==> src/dcsw_params.svh <==
`ifndef DCSW_PARAMS_SVH
`define DCSW_PARAMS_SVH
// Command word bit positions
`define DCSW_CMD_PRESET_LO 0
`define DCSW_CMD_PRESET_HI 1
`define DCSW_CMD_DC_BRAKE_N 2
`define DCSW_CMD_COAST_N 3
`define DCSW_CMD_QSTOP_N 4
`define DCSW_CMD_HOLD_N 5
`define DCSW_CMD_START 6
`define DCSW_CMD_RESET 7
`define DCSW_CMD_JOG 8
`define DCSW_CMD_RAMP2 9
`define DCSW_CMD_VALID 10
`define DCSW_CMD_RELAY1 11
`define DCSW_CMD_RELAY2 12
`define DCSW_CMD_SETUP_LO 13
`define DCSW_CMD_SETUP_HI 14
`define DCSW_CMD_REVERSE 15
// State word bit positions
`define DCSW_ST_CTRL_READY 0
`define DCSW_ST_DRIVE_READY 1
`define DCSW_ST_ENABLE 2
`define DCSW_ST_TRIP 3
`define DCSW_ST_ERROR 4
`define DCSW_ST_RSVD 5
`define DCSW_ST_TRIPLOCK 6
`define DCSW_ST_WARNING 7
`define DCSW_ST_AT_REF 8
`define DCSW_ST_BUS_CTRL 9
`define DCSW_ST_FREQ_OK 10
`define DCSW_ST_RUNNING 11
`define DCSW_ST_AUTO_STOP 12
`define DCSW_ST_VOLT 13
`define DCSW_ST_TORQUE 14
`define DCSW_ST_TIMER 15
// Reset values and scaling
`define DCSW_CMD_RST 16'h0000
`define DCSW_ST_RST 16'h0000
`define DCSW_RSVD_VAL 1'b0
`define DCSW_REL_100PCT 16'h4000
`endif

==> src/dcsw_pkg.sv <==
package dcsw_pkg;
   // Stop action decoded from the command word
   typedef enum logic [2:0] {
      DCSW_RUN,
      DCSW_COAST,
      DCSW_DC_BRAKE,
      DCSW_QUICK_STOP,
      DCSW_RAMP_STOP
   } dcsw_stop_e;
   // Drive commands towards the motor-control core
   typedef struct packed {
      logic [1:0] preset_sel;
      logic [1:0] setup_sel;
      logic coast;
      logic dc_brake;
      logic quick_stop;
      logic ramp_stop;
      logic hold_freq;
      logic jog;
      logic ramp2;
      logic relay1;
      logic relay2;
      logic reverse;
      logic start_ok;
   } dcsw_cmd_s;
   // Drive state flags from the motor-control core
   typedef struct packed {
      logic ctrl_ready;
      logic drive_ready;
      logic enabled;
      logic tripped;
      logic error;
      logic trip_locked;
      logic warning;
      logic at_reference;
      logic local_stop;
      logic ref_site_local;
      logic at_low_limit;
      logic at_high_limit;
      logic start_present;
      logic freq_nonzero;
      logic auto_stop_temp;
      logic dc_volt_bad;
      logic current_over;
      logic thermal_over;
   } dcsw_state_s;
   // Configuration settings that gate bus commands
   typedef struct packed {
      logic relay1_follows_bus;
      logic relay2_follows_bus;
      logic multi_setup;
      logic reverse_from_bus;
   } dcsw_cfg_s;
   typedef logic signed [15:0] dcsw_rel_t;
endpackage

==> src/dcsw_drive_control_status_word.sv <==
`include "dcsw_params.svh"
module dcsw_drive_control_status_word
   import dcsw_pkg::*;
(
   input wire logic i_core_clk,
   input wire logic i_rst_b,
   input wire logic [15:0] i_cmd_word,
   input wire logic i_cmd_strobe,
   input wire dcsw_rel_t i_speed_ref,
   input wire dcsw_rel_t i_freq_core,
   input wire dcsw_state_s i_state,
   input wire dcsw_cfg_s i_cfg,
   input wire logic i_link_fault,
   output logic [15:0] o_drive_command_word,
   output dcsw_cmd_s o_cmd,
   output dcsw_stop_e o_stop,
   output logic o_trip_reset,
   output dcsw_rel_t o_speed_ref,
   output dcsw_rel_t o_actual_output_freq_value,
   output logic [15:0] o_drive_state_word
);
   ////////////////////////////////////////////////////////////////////////
   // Reset release
   logic rst_meta_r;
   logic rst_sync_r;

   // Asynchronous assert, synchronous release
   always_ff @(posedge i_core_clk or negedge i_rst_b)
   begin
      if (!i_rst_b)
      begin
         rst_meta_r <= 1'b0;
         rst_sync_r <= 1'b0;
      end
      else
      begin
         rst_meta_r <= 1'b1;
         rst_sync_r <= rst_meta_r;
      end
   end

   ////////////////////////////////////////////////////////////////////////
   // Command word capture
   logic [15:0] cmd_r;
   logic [15:0] cmd_nxt;
   logic accept_w;
   logic rst_bit_prev_r;
   logic rst_bit_prev_nxt;

   assign accept_w = i_cmd_strobe & i_cmd_word[`DCSW_CMD_VALID];
   assign cmd_nxt = accept_w ? i_cmd_word : cmd_r;

   assign rst_bit_prev_nxt = cmd_r[`DCSW_CMD_RESET];

   always_ff @(posedge i_core_clk or negedge rst_sync_r)
   begin
      if (!rst_sync_r)
      begin
         cmd_r <= `DCSW_CMD_RST;
         rst_bit_prev_r <= 1'b0;
      end
      else
      begin
         cmd_r <= cmd_nxt;
         rst_bit_prev_r <= rst_bit_prev_nxt;
      end
   end

   ////////////////////////////////////////////////////////////////////////
   // Command decode
   logic coast_w;
   logic brake_w;
   logic qstop_w;
   logic rstop_w;
   logic hold_w;
   logic rst_edge_w;
   dcsw_cmd_s cmd_dec_w;
   dcsw_stop_e stop_dec_w;

   assign coast_w = ~cmd_r[`DCSW_CMD_COAST_N];
   assign brake_w = ~cmd_r[`DCSW_CMD_DC_BRAKE_N];
   assign hold_w = ~cmd_r[`DCSW_CMD_HOLD_N];
   assign qstop_w = ~cmd_r[`DCSW_CMD_QSTOP_N] & ~hold_w;
   assign rstop_w = ~cmd_r[`DCSW_CMD_START] & ~hold_w;
   assign rst_edge_w = cmd_r[`DCSW_CMD_RESET] & ~rst_bit_prev_r;

   // Stop priority: coast wins, then brake, quick stop, ramp stop
   assign stop_dec_w = coast_w ? DCSW_COAST :
                       brake_w ? DCSW_DC_BRAKE :
                       qstop_w ? DCSW_QUICK_STOP :
                       rstop_w ? DCSW_RAMP_STOP : DCSW_RUN;

   assign cmd_dec_w.preset_sel = {cmd_r[`DCSW_CMD_PRESET_HI],
                                  cmd_r[`DCSW_CMD_PRESET_LO]};
   assign cmd_dec_w.setup_sel = i_cfg.multi_setup ?
      {cmd_r[`DCSW_CMD_SETUP_HI], cmd_r[`DCSW_CMD_SETUP_LO]} : 2'h0;
   assign cmd_dec_w.coast = coast_w;
   assign cmd_dec_w.dc_brake = brake_w;
   assign cmd_dec_w.quick_stop = qstop_w;
   assign cmd_dec_w.ramp_stop = rstop_w;
   assign cmd_dec_w.hold_freq = hold_w;
   assign cmd_dec_w.jog = cmd_r[`DCSW_CMD_JOG];
   assign cmd_dec_w.ramp2 = cmd_r[`DCSW_CMD_RAMP2];
   assign cmd_dec_w.relay1 = cmd_r[`DCSW_CMD_RELAY1]
      & i_cfg.relay1_follows_bus;
   assign cmd_dec_w.relay2 = cmd_r[`DCSW_CMD_RELAY2]
      & i_cfg.relay2_follows_bus;
   assign cmd_dec_w.reverse = cmd_r[`DCSW_CMD_REVERSE]
      & i_cfg.reverse_from_bus;
   assign cmd_dec_w.start_ok = cmd_r[`DCSW_CMD_START] & ~coast_w
      & ~brake_w & ~qstop_w & ~hold_w;

   ////////////////////////////////////////////////////////////////////////
   // Output registers
   dcsw_cmd_s cmd_out_r;
   dcsw_stop_e stop_r;
   logic trip_reset_r;
   dcsw_rel_t ref_r;
   dcsw_rel_t freq_r;

   // Outputs from flops so the core sees clean levels
   always_ff @(posedge i_core_clk or negedge rst_sync_r)
   begin
      if (!rst_sync_r)
      begin
         cmd_out_r <= '0;
         stop_r <= DCSW_RUN;
         trip_reset_r <= 1'b0;
         ref_r <= 16'sh0000;
         freq_r <= 16'sh0000;
      end
      else
      begin
         cmd_out_r <= cmd_dec_w;
         stop_r <= stop_dec_w;
         trip_reset_r <= rst_edge_w;
         ref_r <= i_speed_ref;
         freq_r <= i_freq_core;
      end
   end

   assign o_drive_command_word = cmd_r;
   assign o_cmd = cmd_out_r;
   assign o_stop = stop_r;
   assign o_trip_reset = trip_reset_r;
   assign o_speed_ref = ref_r;
   assign o_actual_output_freq_value = freq_r;

   ////////////////////////////////////////////////////////////////////////
   // Status word
   dcsw_status_word u_status
   (
      .i_core_clk(i_core_clk),
      .i_rst_sync_b(rst_sync_r),
      .i_state(i_state),
      .i_link_fault(i_link_fault),
      .o_word(o_drive_state_word)
   );
endmodule

==> src/dcsw_status_word.sv <==
`include "dcsw_params.svh"
module dcsw_status_word
   import dcsw_pkg::*;
(
   input wire logic i_core_clk,
   input wire logic i_rst_sync_b,
   input wire dcsw_state_s i_state,
   input wire logic i_link_fault,
   output logic [15:0] o_word
);
   logic [15:0] word_nxt;
   logic [15:0] word_r;

   // Status assembly from the current state flags
   always_comb
   begin
      word_nxt = `DCSW_ST_RST;
      word_nxt[`DCSW_ST_CTRL_READY] = i_state.ctrl_ready & ~i_state.tripped;
      word_nxt[`DCSW_ST_DRIVE_READY] = i_state.drive_ready;
      word_nxt[`DCSW_ST_ENABLE] = i_state.enabled;
      word_nxt[`DCSW_ST_TRIP] = i_state.tripped;
      word_nxt[`DCSW_ST_ERROR] = i_state.error;
      word_nxt[`DCSW_ST_TRIPLOCK] = i_state.trip_locked;
      word_nxt[`DCSW_ST_WARNING] = i_state.warning;
      word_nxt[`DCSW_ST_RSVD] = `DCSW_RSVD_VAL;
      word_nxt[`DCSW_ST_AT_REF] = i_state.at_reference;
      word_nxt[`DCSW_ST_BUS_CTRL] = ~i_state.local_stop
         & ~i_state.ref_site_local;
      word_nxt[`DCSW_ST_FREQ_OK] = ~i_state.at_low_limit
         & ~i_state.at_high_limit;
      word_nxt[`DCSW_ST_RUNNING] = i_state.start_present
         | i_state.freq_nonzero;
      word_nxt[`DCSW_ST_AUTO_STOP] = i_state.auto_stop_temp;
      word_nxt[`DCSW_ST_VOLT] = i_state.dc_volt_bad;
      word_nxt[`DCSW_ST_TORQUE] = i_state.current_over;
      word_nxt[`DCSW_ST_TIMER] = i_state.thermal_over;
      if (i_link_fault)
      begin
         word_nxt = 16'h0000;
      end
   end

   always_ff @(posedge i_core_clk or negedge i_rst_sync_b)
   begin
      if (!i_rst_sync_b)
         word_r <= `DCSW_ST_RST;
      else
         word_r <= word_nxt;
   end

   assign o_word = word_r;
endmodule

==> config.mk <==
export PLATFORM = sky130hd
export DESIGN_NAME = dcsw_drive_control_status_word
export DESIGN_NICKNAME = d
export VERILOG_FILES = /design/src/dcsw_pkg.sv /design/src/dcsw_drive_control_status_word.sv /design/src/dcsw_status_word.sv
export VERILOG_INCLUDE_DIRS = /design/src /design/src/src
export SDC_FILE = /design/constraint.sdc
export NUM_CORES = 1
export LEC_CHECK = 0
export ABC_CLOCK_PERIOD_IN_PS = 2400
export BUFFER_PORTS_ARGS = -buffer_cell sky130_fd_sc_hd__buf_2
export CAP_MARGIN = 20
export CORE_MARGIN = 2
export CORE_UTILIZATION = 40
export CTS_BUF_LIST = sky130_fd_sc_hd__clkbuf_2 sky130_fd_sc_hd__clkbuf_4 sky130_fd_sc_hd__clkbuf_8
export DETAILED_ROUTE_END_ITERATION = 7
export GPL_TIMING_DRIVEN = 0
export HOLD_SLACK_MARGIN = 0.12
export PLACE_DENSITY_LB_ADDON = 0.3
export SYNTH_ARGS = -nofsm -noshare
export SYNTH_HDL_FRONTEND = slang
export SYNTH_SLANG_ARGS = --single-unit
==> constraint.sdc <==
create_clock -name i_core_clk -period 2.4 [get_ports i_core_clk]
set_clock_uncertainty 0.1 [all_clocks]
set_input_delay 0.48 -clock i_core_clk [delete_from_list [all_inputs] [get_ports i_core_clk]]
set_output_delay 0.48 -clock i_core_clk [all_outputs]
set_load 0.02 [all_outputs]
==> metrics.md <==
| Metric | Value |
|---|---|
| Worst hold path class | `in -> reg` |
| Chip width | `84.43 µm` |
| Fin crit period | `1614 ps` |
| # rows | `29` |
| Setup_tns | `0 ps` |
| Clk root buf | `clkbuf_8` |
| RSZ-0062 raised after global routing | `no` |
| Pin count of the biggest net entering global routing | `66` |
| Worst Hold End | `o_speed_ref[14]$_DFF_PN0_` |
| Max frequency | `619.4 MHz` |
| Remaining DRCs | `0` |
| Area of the mapped netlist | `between 0.002 and 0.003 mm²` |
| 1st-iter DRT viols | `40` |
| Final setup fails | `0` |
| Area Growth Syn to Fin | `52.42%` |
| Top cells by area, synth | `dfrtp_1, mux2_4, nor2b_1` |
| Finished Cell Area | `between 0.003 and 0.004 mm²` |
| Hpwl dp | `3881 µm` |
| Post-synthesis register bit count | `85` |
| Syn Nets | `roughly 220` |
| Commonest non-fill, non-tap cell in the layout | `buf_2` |
| CTS tree | `yes` |
| Seq/Total Area, Yosys | `between 80% and 90%` |
| Initial antenna violation count | `0` |
| Starting density of the core | `approximately two fifths` |
| Remaining global-route overflow | `0` |
| Die Footprint | `0.007128 mm²` |
| Final worst-path cycle share | `67.27%` |
| FF-to-FF End | `o_drive_command_word[15]$_DFFE_PN0P_` |
| Worst slew pin tran | `between 500 and 600 ps` |
| Die Y | `84.43 µm` |
| Pins Over Slew Limit | `0` |
| Storage element area | `0.002131 mm²` |
| R2R cell count | `1` |
| Place WS | `between 800 and 900 ps` |
| Crit-path max FO | `3` |
| Crit path required time | `1820 ps` |
| Critical path endpoint category | `primary output` |
| Crit path kind | `reg -> out` |
| Worst Setup Start Kind | `flop` |
| Final ANT Viol Nets | `0` |
| Fin Hold WS | `approximately 140 ps` |
| Routed vias/inst | `~4.2` |
| Maxcap violations | `0` |
| 1st-pass router iterations | `4` |
| RR Startpoint | `rst_sync_r$_DFF_PN0_` |
| Wire length on met1 | `between 2000 and 2500 µm` |
| Avg Inst Size Synth | `between 15 and 20 µm²` |
| Antenna Cells | `0` |
| Most frequent cells in the layout | `buf_2, dfrtp_1, dlygate4sd3_1, nor2b_1` |
| Flop-to-flop setup slack | `1020 ps` |
| PwrDens | `around 800 mW/mm²` |
| Clk_lat worst skew | `340 ps` |
| Maximum vdd drop | `619.0 µV` |
| Drt total wl | `5674 µm` |
| Hold buffer count at CTS | `23` |
| Core box area | `0.006314 mm²` |
| Yosys warning count | `0` |
| Met3 WL post-DR | `~430 µm` |
| # clock sinks | `85` |
| Placed Area | `~0.0035 mm²` |
| DR WL/cell | `13.54 µm` |
| First-pass GRT wire length | `8804 µm` |
| Met2 WL post-DR | `2987 µm` |
| Distinct cells, synth | `19` |
| Setup slack after layout | `between 700 and 800 ps` |
| Hold Fails Final Rpt | `0` |
| Vias | `roughly 1800` |
| Routability cong. | `0.7612` |
| Number of global-route vias before repair | `1814` |
| Design Power | `3.095 mW` |
| Yosys top cell by area | `dfrtp_1` |
| CTS clk-pin slew, worst paths | `~80 ps` |
| Setup Buffers After CTS | `0` |
| Final nets | `412` |
| Max-Slew Margin vs Limit | `61.96%` |
| Status | `complete, no violations` |
| Top routing layer in use | `met4` |
| Leak | `2.097 nW` |
| Gates resized, CTS repair | `0` |
| Fraction of final layout cells sized beyond drive strength 1 | `57.02%` |
| FILL cells | `514` |
| Arrival time of the worst setup path | `1030 ps` |
| Hold Crit Start | `i_speed_ref[14]` |
| Post-Synthesis Cells | `approximately 150` |
| CTS Buffer Depth | `2` |
| IO Pins | `157` |
| Synth top area share | `82.21%` |
| Multi-input logic area | `391.6 µm²` |
| Count of port buffers added during placement | `~160` |
| Htree depth | `3` |
| Overall Global Routing Usage | `between 15 and 20%` |
| Worst Hold Depth | `1` |
| Num CTS Buffers | `9` |
metal layers:
layer  track usage [%]  vias up
met5                 0        -
met4             10.39        0
met3             4.523       17
met2             27.56       83
met1             18.66      827
li1                  -      834
sequential cells by signal (all words and copies together), names as in the netlist:
name,count
o_actual_output_freq_value,16
o_drive_command_word,16
o_speed_ref,16
o_cmd,15
u_status.o_word,15
o_stop,3
o_trip_reset,1
rst_bit_prev_r,1
rst_meta_r,1
rst_sync_r,1
worst max-delay path, cell delays in order, from the launching register on:
cell	delay [ps]
dfrtp_1	410
buf_4	140
buf_2	150
through the flow:
step	std cells	utilization (%)
global route	419	62.47
floorplan	145	-
CTS	416	61.99
detailed placement	378	55.29
finish	419	62.47
global placement	377	54.82
layout make-up:
type,instances,share of cell area (%)
tap,77,2.443
buffer,7,1.364
multi-input combinational,49,9.930
clock buffer,10,3.331
sequential,85,54.03
inverter,4,0.3807
timing repair buffer,182,26.97
clock inverter,5,1.555
power breakdown:
group	switching, mW	internal, mW	leakage [nW]
clock	0.483	0.490	0.0884
sequential	0.0530	1.55	1.02
combinational	0.289	0.229	0.986
total	0.824	2.27	2.10
cell families (layout without fill, tap and decap cells):
kind of cell	count (synthesis)	in the layout	synth area share (%)
AO/OA/AOI/OAI	2	2	0.3865
AND/OR/NAND/NOR	30	30	6.624
buffers and inverters	11	208	2.659
multiplexers	15	15	7.833
other	2	2	0.2902
flip-flops	85	85	82.21
Yosys cell counts:
master,instances
a21oi_1,1
and2_1,5
buf_2,1
buf_4,5
buf_6,1
conb_1,2
dfrtp_1,85
inv_1,4
mux2_2,6
mux2_4,9
nand2_1,1
nand2_2,1
nand2b_1,2
nand3_1,1
nor2_1,4
nor2b_1,12
nor3_1,3
nor3b_1,1
o21ai_0,1
how the worst max path moves through the flow:
stage | to | cells past startpoint | slack, ps | start
floorplan | o_actual_output_freq_value[0]$_DFF_PN0_ | 0 | 860 | rst_sync_r$_DFF_PN0_
finish | o_drive_command_word[1] | 2 | 790 | o_drive_command_word[1]$_DFFE_PN0P_
global placement | o_actual_output_freq_value[15]$_DFF_PN0_ | 0 | 430 | rst_sync_r$_DFF_PN0_
CTS | o_drive_command_word[9] | 2 | 770 | o_drive_command_word[9]$_DFFE_PN0P_
global route | o_drive_command_word[1] | 2 | 730 | o_drive_command_word[1]$_DFFE_PN0P_
detailed placement | o_drive_command_word[6]$_DFFE_PN0P_ | 4 | 890 | i_cmd_strobe
Power figures use the tool's default switching activity.
